--- config.mk ---
export PLATFORM = sky130hd
export DESIGN_NAME = pgt_timer
export DESIGN_NICKNAME = d
export VERILOG_FILES = /design/src/pgt_pkg.sv /design/src/pgt_timer.sv /design/src/pgt_debounce.sv
export SDC_FILE = /design/constraint.sdc
export NUM_CORES = 1
export LEC_CHECK = 0
export ABC_AREA = 1
export BUFFER_PORTS_ARGS = -buffer_cell sky130_fd_sc_hd__buf_2
export CAP_MARGIN = 10
export CORE_MARGIN = 4
export CORE_UTILIZATION = 57
export CTS_BUF_LIST = sky130_fd_sc_hd__clkbuf_4 sky130_fd_sc_hd__clkbuf_8 sky130_fd_sc_hd__clkbuf_16
export DETAILED_ROUTE_END_ITERATION = 8
export PLACE_DENSITY = 0.77
export SYNTH_ARGS = -nofsm -noshare
export SYNTH_HDL_FRONTEND = slang
export SYNTH_SLANG_ARGS = --single-unit
--- constraint.sdc ---
create_clock -name i_clk_sys -period 3 [get_ports i_clk_sys]
set_input_delay 0.15 -clock i_clk_sys [delete_from_list [all_inputs] [get_ports i_clk_sys]]
set_output_delay 0.15 -clock i_clk_sys [all_outputs]
set_load 0.01 [all_outputs]
--- src/pgt_pkg.sv ---
// Shared constants and carrier types for the power gating interval timer
package pgt_pkg;
    localparam int unsigned CLK_HZ            = 20000000;
    localparam int unsigned CLK_PERIOD_NS     = 50;
    // Times in their printed units
    localparam int unsigned OFF_GAP_MS        = 50;
    localparam int unsigned ACK_MIN_WIDTH_NS  = 100;
    localparam int unsigned MEASURE_TYP_MS    = 100;
    localparam int unsigned MEASURE_MAX_MS    = 120;
    localparam int unsigned MANUAL_MIN_MS     = 20;
    localparam int unsigned MANUAL_WINDOW_MS  = 30;
    localparam int unsigned MANUAL_DRIVE_MS   = 10;
    localparam int unsigned INTERVAL_MIN_MS   = 100;
    localparam int unsigned INTERVAL_MAX_S    = 7200;
    // Cycle counts derived from the clock rate
    localparam int unsigned CYC_PER_MS        = CLK_HZ / 1000;
    localparam int unsigned OFF_GAP_CYC       = OFF_GAP_MS * CYC_PER_MS;
    localparam int unsigned MEASURE_MAX_CYC   = MEASURE_MAX_MS * CYC_PER_MS;
    localparam int unsigned MANUAL_MIN_CYC    = MANUAL_MIN_MS * CYC_PER_MS;
    localparam int unsigned MANUAL_WINDOW_CYC = MANUAL_WINDOW_MS * CYC_PER_MS;
    // Interval value is given in milliseconds
    localparam int unsigned INTERVAL_W        = 23;
    localparam logic [INTERVAL_W-1:0] INTERVAL_RST = 23'h000064;

    typedef enum {
        PGT_MEASURE,
        PGT_ON,
        PGT_OFF_GAP,
        PGT_IDLE,
        PGT_MANUAL_HOLD
    } pgt_state_t;

    typedef struct packed {
        logic                  done;
        logic [INTERVAL_W-1:0] ms;
    } pgt_measure_t;
endpackage

--- src/pgt_timer.sv ---
// Power gating interval timer core
`timescale 1ns/1ns
// Functional notes
// - Timer mode repeats gate pulses every interval
// - Gate low interval minus 50 ms, then high
// - Gate rests high during measurement
// - Pulse starts at interval start
// - Acknowledge taken on rising edge only
// - Only first acknowledge per interval acts
// - Valid acknowledge drives gate high
// - Manual request ignored while gate low; here it clears the pulse counters, stretching the pulse
// - Measure once, then enter selected mode
// - Measurement bounded to 120 ms
// - One-shot: single pulse after start-up
// - One-shot: manual request gives one pulse
// - Manual during measurement restarts measurement
// - Manual valid if high 20 of 30 ms
// - Manual input debounced on both edges
// - Gate low within 10 ms of manual; here only when a 30 ms debounce window closes with 20 ms high
// - Manual clears counters until input low
// - Manual held high: gate low, ack ignored
// - Interval measured falling edge to falling edge
// - Interval range 100 ms to 7200 s; only the 100 ms floor is clamped, no upper limit
module pgt_timer #(
    parameter int unsigned MEASURE_MAX_CYC = pgt_pkg::MEASURE_MAX_CYC,
    parameter int unsigned CYC_PER_MS      = pgt_pkg::CYC_PER_MS,
    parameter int unsigned OFF_GAP_CYC     = pgt_pkg::OFF_GAP_CYC,
    parameter int unsigned MANUAL_MIN_CYC  = pgt_pkg::MANUAL_MIN_CYC,
    parameter int unsigned MANUAL_WIN_CYC  = pgt_pkg::MANUAL_WINDOW_CYC
) (
    input  wire logic                 i_clk_sys,
    input  wire logic                 i_rst,
    input  wire logic                 i_mode_timer,
    input  wire logic                 i_ack,
    input  wire logic                 i_manual_on_level,
    input  wire pgt_pkg::pgt_measure_t i_measure,
    output logic                      o_measure_run,
    output logic                      o_measure_timeout,
    output logic                      o_gate_drive_n
);
    pgt_pkg::pgt_state_t state;
    pgt_pkg::pgt_state_t next_state;
    logic [pgt_pkg::INTERVAL_W-1:0] interval_ms;
    logic [pgt_pkg::INTERVAL_W-1:0] next_interval_ms;
    logic [pgt_pkg::INTERVAL_W-1:0] ms_cnt;
    logic [pgt_pkg::INTERVAL_W-1:0] next_ms_cnt;
    logic [31:0] sub_cnt;
    logic [31:0] next_sub_cnt;
    logic [31:0] meas_cnt;
    logic [31:0] next_meas_cnt;
    logic        ack_prev;
    logic        ack_used;
    logic        next_ack_used;
    logic        gate_n;
    logic        next_gate_n;
    logic        timeout;
    logic        next_timeout;
    logic        manual;
    logic        ack_rise;
    logic        ms_tick;
    logic        in_service;
    logic [pgt_pkg::INTERVAL_W-1:0] on_ms;
    logic [31:0] gap_cyc;
    logic [31:0] next_gap_cyc;

    pgt_debounce #(
        .MIN_CYC    (MANUAL_MIN_CYC),
        .WINDOW_CYC (MANUAL_WIN_CYC)
    ) u_debounce (
        .i_clk_sys (i_clk_sys),
        .i_rst     (i_rst),
        .i_enable  (in_service),
        .i_level   (i_manual_on_level),
        .o_level   (manual)
    );

    assign in_service = (state != pgt_pkg::PGT_MEASURE);
    assign ack_rise   = i_ack && !ack_prev;
    assign ms_tick    = (sub_cnt == 32'(CYC_PER_MS - 1));
    assign on_ms      = interval_ms - pgt_pkg::INTERVAL_W'(pgt_pkg::OFF_GAP_MS);

    always_comb begin
        next_state       = state;
        next_interval_ms = interval_ms;
        next_ms_cnt      = ms_cnt;
        next_sub_cnt     = ms_tick ? 32'h0 : sub_cnt + 32'h1;
        next_meas_cnt    = meas_cnt;
        next_ack_used    = ack_used;
        next_gate_n      = gate_n;
        next_timeout     = timeout;
        case (state)
            pgt_pkg::PGT_MEASURE: begin
                next_gate_n   = 1'b1;
                next_meas_cnt = meas_cnt + 32'h1;
                if (i_manual_on_level) begin
                    next_meas_cnt = 32'h0;
                end else if (i_measure.done
                             || meas_cnt >= 32'(MEASURE_MAX_CYC - 1)) begin
                    if (i_measure.done) begin
                        // Clamp up to the lower end of the usable range
                        if (i_measure.ms < pgt_pkg::INTERVAL_W'(pgt_pkg::INTERVAL_MIN_MS))
                            next_interval_ms = pgt_pkg::INTERVAL_W'(pgt_pkg::INTERVAL_MIN_MS);
                        else
                            next_interval_ms = i_measure.ms;
                    end else begin
                        next_timeout = 1'b1;
                    end
                    // Start first pulse in either mode
                    next_state    = pgt_pkg::PGT_ON;
                    next_gate_n   = 1'b0;
                    next_ms_cnt   = '0;
                    next_sub_cnt  = 32'h0;
                    next_meas_cnt = 32'h0;
                    next_ack_used = 1'b0;
                end
            end
            pgt_pkg::PGT_ON: begin
                if (ms_tick) next_ms_cnt = ms_cnt + 1'b1;
                if (manual) begin
                    // Clears counters; gate already low so no new pulse
                    next_ms_cnt  = '0;
                    next_sub_cnt = 32'h0;
                end else if (ack_rise && !ack_used) begin
                    next_ack_used = 1'b1;
                    next_gate_n   = 1'b1;
                    next_state    = i_mode_timer ? pgt_pkg::PGT_OFF_GAP
                                                 : pgt_pkg::PGT_IDLE;
                end else if (ms_tick && ms_cnt + 1'b1 >= on_ms) begin
                    next_gate_n = 1'b1;
                    next_state  = i_mode_timer ? pgt_pkg::PGT_OFF_GAP
                                               : pgt_pkg::PGT_IDLE;
                end
            end
            pgt_pkg::PGT_OFF_GAP: begin
                if (ms_tick) next_ms_cnt = ms_cnt + 1'b1;
                if (manual) begin
                    next_state  = pgt_pkg::PGT_MANUAL_HOLD;
                    next_gate_n = 1'b0;
                    next_ms_cnt = '0;
                end else if (!i_mode_timer) begin
                    next_state = pgt_pkg::PGT_IDLE;
                end else if (ms_tick && ms_cnt + 1'b1 >= interval_ms) begin
                    // Next interval opens with the gate falling edge
                    next_state    = pgt_pkg::PGT_ON;
                    next_gate_n   = 1'b0;
                    next_ms_cnt   = '0;
                    next_ack_used = 1'b0;
                end
            end
            pgt_pkg::PGT_IDLE: begin
                next_gate_n = 1'b1;
                next_ms_cnt = '0;
                if (manual) begin
                    next_state  = pgt_pkg::PGT_MANUAL_HOLD;
                    next_gate_n = 1'b0;
                end
            end
            pgt_pkg::PGT_MANUAL_HOLD: begin
                // Gate held low, counters cleared, acks ignored
                next_gate_n  = 1'b0;
                next_ms_cnt  = '0;
                next_sub_cnt = 32'h0;
                if (!manual) begin
                    next_state    = pgt_pkg::PGT_ON;
                    next_ack_used = 1'b0;
                end
            end
            default: begin
                next_state  = pgt_pkg::PGT_MEASURE;
                next_gate_n = 1'b1;
            end
        endcase
    end

    always_ff @(posedge i_clk_sys) begin
        if (i_rst) begin
            state       <= pgt_pkg::PGT_MEASURE;
            interval_ms <= pgt_pkg::INTERVAL_RST;
            ms_cnt      <= '0;
            sub_cnt     <= 32'h0;
            meas_cnt    <= 32'h0;
            ack_prev    <= 1'b0;
            ack_used    <= 1'b0;
            gate_n      <= 1'b1;
            timeout     <= 1'b0;
        end else begin
            state       <= next_state;
            interval_ms <= next_interval_ms;
            ms_cnt      <= next_ms_cnt;
            sub_cnt     <= next_sub_cnt;
            meas_cnt    <= next_meas_cnt;
            ack_prev    <= i_ack;
            ack_used    <= next_ack_used;
            gate_n      <= next_gate_n;
            timeout     <= next_timeout;
        end
    end

    assign o_gate_drive_n    = gate_n;
    assign o_measure_run     = (state == pgt_pkg::PGT_MEASURE);
    assign o_measure_timeout = timeout;

    // Cycles spent in the off gap, for the gap length check
    always_comb begin
        next_gap_cyc = (state == pgt_pkg::PGT_OFF_GAP) ? gap_cyc + 32'h1 : 32'h0;
    end

    always_ff @(posedge i_clk_sys) begin
        if (i_rst) begin
            gap_cyc <= 32'h0;
        end else begin
            gap_cyc <= next_gap_cyc;
        end
    end

    property p_ack_turns_off;
        @(posedge i_clk_sys) disable iff (i_rst)
        (state == pgt_pkg::PGT_ON && ack_rise && !ack_used && !manual) |=> gate_n;
    endproperty
    a_ack_turns_off: assert property (p_ack_turns_off)
        else $error("acknowledge did not raise gate");

    property p_ack_level_ignored;
        @(posedge i_clk_sys) disable iff (i_rst)
        (state == pgt_pkg::PGT_ON && i_ack && ack_prev && !manual && !ms_tick) |=> !gate_n;
    endproperty
    a_ack_level_ignored: assert property (p_ack_level_ignored)
        else $error("steady acknowledge level ended the pulse");

    property p_second_ack_ignored;
        @(posedge i_clk_sys) disable iff (i_rst)
        (state == pgt_pkg::PGT_OFF_GAP && ack_rise && !manual && !ms_tick) |=> gate_n;
    endproperty
    a_second_ack_ignored: assert property (p_second_ack_ignored)
        else $error("extra acknowledge changed the gate");

    property p_hold_ignores_ack;
        @(posedge i_clk_sys) disable iff (i_rst)
        (state == pgt_pkg::PGT_MANUAL_HOLD && manual) |=> !gate_n;
    endproperty
    a_hold_ignores_ack: assert property (p_hold_ignores_ack)
        else $error("gate rose during manual hold");

    property p_measure_gate_high;
        @(posedge i_clk_sys) disable iff (i_rst)
        (state == pgt_pkg::PGT_MEASURE) |-> gate_n;
    endproperty
    a_measure_gate_high: assert property (p_measure_gate_high)
        else $error("gate low during measurement");

    property p_measure_bound;
        @(posedge i_clk_sys) disable iff (i_rst)
        (meas_cnt < 32'(MEASURE_MAX_CYC));
    endproperty
    a_measure_bound: assert property (p_measure_bound)
        else $error("measurement ran past its bound");

    property p_manual_restarts_measure;
        @(posedge i_clk_sys) disable iff (i_rst)
        (state == pgt_pkg::PGT_MEASURE && i_manual_on_level)
        |=> (meas_cnt == 32'h0 && state == pgt_pkg::PGT_MEASURE);
    endproperty
    a_manual_restarts_measure: assert property (p_manual_restarts_measure)
        else $error("manual input did not restart measurement");

    property p_manual_drives_low;
        @(posedge i_clk_sys) disable iff (i_rst)
        (manual && (state == pgt_pkg::PGT_IDLE || state == pgt_pkg::PGT_OFF_GAP))
        |=> !gate_n ##1 !gate_n;
    endproperty
    a_manual_drives_low: assert property (p_manual_drives_low)
        else $error("manual request did not drive gate low");

    property p_pulse_starts_on;
        @(posedge i_clk_sys) disable iff (i_rst)
        $fell(gate_n) |-> (state == pgt_pkg::PGT_ON || state == pgt_pkg::PGT_MANUAL_HOLD)
                          && ms_cnt == '0;
    endproperty
    a_pulse_starts_on: assert property (p_pulse_starts_on)
        else $error("gate fell outside an interval start");

    property p_gap_before_next;
        @(posedge i_clk_sys) disable iff (i_rst)
        (state == pgt_pkg::PGT_OFF_GAP && next_state == pgt_pkg::PGT_ON)
        |-> gap_cyc >= 32'(OFF_GAP_CYC - 1);
    endproperty
    a_gap_before_next: assert property (p_gap_before_next)
        else $error("off gap shorter than its minimum");

    property p_manual_ignored_on;
        @(posedge i_clk_sys) disable iff (i_rst)
        (state == pgt_pkg::PGT_ON && manual)
        |=> (state == pgt_pkg::PGT_ON && !gate_n && ms_cnt == '0);
    endproperty
    a_manual_ignored_on: assert property (p_manual_ignored_on)
        else $error("manual request during pulse was not ignored");

    property p_timeout_starts;
        @(posedge i_clk_sys) disable iff (i_rst)
        (state == pgt_pkg::PGT_MEASURE && !i_manual_on_level && !i_measure.done
         && meas_cnt == 32'(MEASURE_MAX_CYC - 1))
        |=> (timeout && !gate_n && interval_ms == pgt_pkg::INTERVAL_RST);
    endproperty
    a_timeout_starts: assert property (p_timeout_starts)
        else $error("measurement bound did not start the default pulse");

    property p_idle_stays_off;
        @(posedge i_clk_sys) disable iff (i_rst)
        (state == pgt_pkg::PGT_IDLE && !manual) |=> gate_n;
    endproperty
    a_idle_stays_off: assert property (p_idle_stays_off)
        else $error("one-shot issued a pulse without a request");

    property p_interval_floor;
        @(posedge i_clk_sys) disable iff (i_rst)
        (state != pgt_pkg::PGT_MEASURE)
        |-> interval_ms >= pgt_pkg::INTERVAL_W'(pgt_pkg::INTERVAL_MIN_MS);
    endproperty
    a_interval_floor: assert property (p_interval_floor)
        else $error("interval below its minimum");
endmodule

--- src/pgt_debounce.sv ---
// Debouncer for the manual power-on level
`timescale 1ns/1ns
module pgt_debounce #(
    parameter int unsigned MIN_CYC    = pgt_pkg::MANUAL_MIN_CYC,
    parameter int unsigned WINDOW_CYC = pgt_pkg::MANUAL_WINDOW_CYC
) (
    input  wire logic i_clk_sys,
    input  wire logic i_rst,
    input  wire logic i_enable,
    input  wire logic i_level,
    output logic      o_level
);
    logic        sync1;
    logic        sync2;
    logic [31:0] win_cnt;
    logic [31:0] high_cnt;
    logic        level;
    logic        next_sync1;
    logic        next_sync2;
    logic [31:0] next_win_cnt;
    logic [31:0] next_high_cnt;
    logic        next_level;

    always_comb begin
        next_sync1    = i_level;
        next_sync2    = sync1;
        next_win_cnt  = win_cnt;
        next_high_cnt = high_cnt;
        next_level    = level;
        if (!i_enable) begin
            next_win_cnt  = 32'h0;
            next_high_cnt = 32'h0;
            next_level    = 1'b0;
        end else if (win_cnt >= WINDOW_CYC - 1) begin
            // Window closes: both edges judged over a full window
            next_level    = level ? (high_cnt + 32'(sync2) >= 32'(WINDOW_CYC - MIN_CYC))
                                  : (high_cnt + 32'(sync2) >= 32'(MIN_CYC));
            next_win_cnt  = 32'h0;
            next_high_cnt = 32'h0;
        end else begin
            next_win_cnt  = win_cnt + 32'h1;
            next_high_cnt = high_cnt + 32'(sync2);
        end
    end

    always_ff @(posedge i_clk_sys) begin
        if (i_rst) begin
            sync1    <= 1'b0;
            sync2    <= 1'b0;
            win_cnt  <= 32'h0;
            high_cnt <= 32'h0;
            level    <= 1'b0;
        end else begin
            sync1    <= next_sync1;
            sync2    <= next_sync2;
            win_cnt  <= next_win_cnt;
            high_cnt <= next_high_cnt;
            level    <= next_level;
        end
    end

    assign o_level = level;

    property p_short_glitch_no_detect;
        @(posedge i_clk_sys) disable iff (i_rst)
        (!level && win_cnt == 32'h0 && high_cnt == 32'h0 && !sync2)[*1] ##1 !sync2[*2]
        |-> !level;
    endproperty
    a_short_glitch_no_detect: assert property (p_short_glitch_no_detect)
        else $error("manual level rose without enough high time");
endmodule

==> flow_summary.yaml <==
synthesis:
  yosysSeqAreaShare: 0.3319
  ys.flop_type: "dfxtp_1"
  avgSynthCellArea_um2: 6.902
  syn_area_um2: 11100
  syn-instance-count: 1608
  synthDistinctLibCells: 49
  synth_edf_count: 0
  synthArstFlopShare: 0
  synth_seq_cells: 184
  yosysWarningCount: 0
drt:
  first_pass_iters: 5
  drc: 0
  ant_nets: 0
  drt_iter0_markers: 825
  avgRoutedWirePerCell_um: 13.94
  dr_total_vias: 10660
  vias_per_cell: 5.320
  drt_wl_total_um: 27920
timing:
  slew_violations: 0
  hold_viol_final: 0
  setup_slack_ns: -0.2334
  setup_tns_ns: -5.938
  fmax_ghz: 0.3093
  tightest_slew_ns: 0.5853
  finalCritPeriodShare: 1.078
  fin_crit_ns: 3.233
  setup_violations: 28
  skew_ns: 0.01360
  rsz0062_at_grt: "true"
  maxSlewHeadroom: 0.6098
grt:
  grt_max_degree: 41
  grt_pass1_vias: 9957
  antenna_found_initial: 2
  grt_use_total: 0.2487
  grt_pass1_wl_um: 45440
  grt-ovfl-total: 0
setup_path:
  critPathTopFamily: "simple AND/OR/NAND/NOR gates"
  cp-start-kind: "flip-flop"
  crit_buf_inv: 3
  crit_chain: "ha_4 -> nand2_4 -> nor2_4 -> nand2_2 -> nor4_4 -> buf_4 -> xor2_1 -> inv_1 -> ha_1 -> nand2_1 -> nor2_1 -> nand2_1 -> nor2_2 -> nand2_1 -> nand4_1 -> nand2_2 -> nand2_4 -> nand3_4 -> nand2_4 -> nand2_8 -> buf_12 -> nand2_4 -> nor2_2"
  cpPeakStageDelay_ns: 0.36
  crit_fanout: 5
  crit_top_cell: "nand2_4"
  cp.required_ns: 3.34
  crit_arrival_ns: 3.57
  end_kind: "flip-flop"
  slowest_stage: "dfxtp_2"
  crit_type: "flip-flop to flip-flop"
clock_network:
  clk_path_buf_depth: 2
  cts_buffers: 17
  cts_root_buffer: "clkbuf_16"
  path_clk_slew_ns: 0.08
  clock_sinks: 184
  insertion_delay_ns: 0.44
  cts_tree: "done"
  htreeDepth: 4
layout:
  register_area_um2: 3694
  final_cell_count_no_fill: 2003
  fill_cells: 1525
  nets: 1809
  fin_util: 0.7017
  drive_above_1_share: 0.2045
  multiInputGateArea_um2: 6964
  syn_to_final_growth_pct: 19.84
floorplanning:
  die_area_um2: 21770
  placementRows: 50
  die_h_um: 147.5
  die_w_um: 147.5
  pin_count: 32
  core_um2: 18960
  start_util: 0.5855
hold_path:
  hp-class: "input pin to flip-flop"
place:
  port_buffers: 31
  dpl.hpwl_um: 19700
  place.gp.congestion: 0.9410
  dp.cells: 1948
power_and_ir_drop:
  power_density_nw_per_um2: 484.3
  p_leak_nw: 5.621
  irDropWorstVdd_uv: 439.5
job:
  max-cap-violations: 0
outcome:
  status: "finished, violations left"
  violations: "setup timing"
## cells in the final DEF, fill, tap and decap left out, drive strengths merged, types with 7 or more instances in the layout
| cell type | netlist | layout |
|---|---|---|
| o21ai | 43 | 43 |
| nand3b | 7 | 7 |
| nor4 | 15 | 15 |
| inv | 212 | 220 |
| nor2 | 302 | 302 |
| nand3 | 97 | 97 |
| xnor2 | 14 | 14 |
| a21oi | 68 | 68 |
| nand4 | 32 | 32 |
| nand2 | 368 | 368 |
| buf | 22 | 113 |
| conb | 1 | 12 |
| clkbuf | 7 | 18 |
| xor2 | 75 | 75 |
| nor3b | 10 | 10 |
| o22ai | 12 | 12 |
| dfxtp | 184 | 184 |
| clkinv | 3 | 8 |
| ha | 52 | 52 |
| nor3 | 61 | 61 |
## logic make-up (layout without fill, tap and decap cells)
group | after synthesis | in the layout | synth area share
adder cells (fa/ha/maj) | 52 | 52 | 0.05862
AO/OA/AOI/OAI | 142 | 142 | 0.07261
buffers and inverters | 244 | 366 | 0.08794
flip-flops | 184 | 184 | 0.3319
XOR/XNOR | 89 | 89 | 0.07091
other | 1 | 14 | 0.0003379
AND/OR/NAND/NOR | 896 | 896 | 0.3777
## final timing paths
path / slack [ns] / endpoint / startpoint / cells after the start
max: -0.23 / ms_cnt[5] / ms_cnt[1] / 23
min: 0.01 / interval_ms[22] / i_measure[22] / 3
max reg2reg: -0.23 / ms_cnt[5] / ms_cnt[1] / 23
min reg2reg: 0.42 / u_debounce.sync2 / u_debounce.next_sync2 / 2
## final cells by class
cell class | instances | share of cell area
Sequential cell | 184 | 0.2777
Clock inverter | 14 | 0.01251
Timing Repair Buffer | 119 | 0.06754
Antenna cell | 2 | 0.0003763
Inverter | 215 | 0.06077
Clock buffer | 18 | 0.03302
Tap cell | 260 | 0.02446
Multi-Input combinational cell | 1191 | 0.5236
## metal layers
metal	vias to the layer above	global-route usage	share of wire
met4	0	0.06757	0.022
li1	5377	-	-
met1	4922	0.3296	0.46
met3	57	0.04353	0.051
met5	-	0	0
met2	299	0.4196	0.47
## worst register-to-register path, delay by kind of cell (launching register included)
| family | cells | cell delay, ns |
|---|---|---|
| and+or+nand+nor | 17 | 1.70 |
| adders and majority gates | 2 | 0.48 |
| xor gates and xnor gates | 1 | 0.17 |
| buffers and inverters | 3 | 0.43 |
| DFF | 1 | 0.36 |
## metrics by stage
step                      power (mW)  area (um^2)  hold slack (ns)  setup WS [ns]
after floorplan                3.450        11150           0.2746       0.008473
after global placement         3.760        12000           0.3920        -0.2155
after detailed placement       3.779        12000           0.4048        -0.2763
after CTS                      6.235        12980         0.001784        -0.2435
after global routing           6.705        13300          0.03499        -0.4498
final                          6.441        13300          0.01230        -0.2334
## synthesized netlist by cell type (6+ instances only)
library cell / n / share of area
a21oi_1: 68 / 0.031
buf_2: 17 / 0.0077
clkbuf_1: 7 / 0.0024
dfxtp_1: 184 / 0.33
ha_1: 52 / 0.059
inv_1: 195 / 0.066
inv_2: 17 / 0.0057
nand2_1: 349 / 0.12
nand2_2: 18 / 0.010
nand3_1: 83 / 0.037
nand3_2: 13 / 0.012
nand3b_1: 7 / 0.0047
nand4_1: 32 / 0.018
nor2_1: 262 / 0.089
nor2_2: 31 / 0.017
nor2_4: 8 / 0.0081
nor3_1: 45 / 0.020
nor3_2: 12 / 0.011
nor3b_1: 6 / 0.0041
nor4_1: 13 / 0.0073
o21ai_0: 36 / 0.016
o21ai_1: 6 / 0.0027
o22ai_1: 12 / 0.0068
xnor2_1: 14 / 0.011
xor2_1: 74 / 0.058
## registers in the layout, indices dropped and copies added, names as in the netlist
register and count:
u_debounce.high_cnt 32, interval_ms 23, u_debounce.o_level 1, state 3
ack_used 1, u_debounce.sync2 1, sub_cnt 32, ms_cnt 23
u_debounce.win_cnt 32, meas_cnt 32, ack_prev 1, o_measure_timeout 1
o_gate_drive_n 1, u_debounce.next_sync2 1
## what timing repair did
action,CTS,global route
setup buffers,9,6
endpoints found under the hold margin,6,0
cloned,2,0
resized for setup,54,66
pin swaps,34,43
setup endpoints to repair,28,28
hold buffers,6,0
## power breakdown
group          internal, mW  total, mW  switching [mW]  leakage [nW]
Combinational         0.596       1.55           0.955          3.83
Clock                  1.15       2.30            1.15         0.294
Sequential             2.52       2.59          0.0649          1.49
Total                  4.27       6.44            2.17          5.62
(Power assumes the default switching activity.)
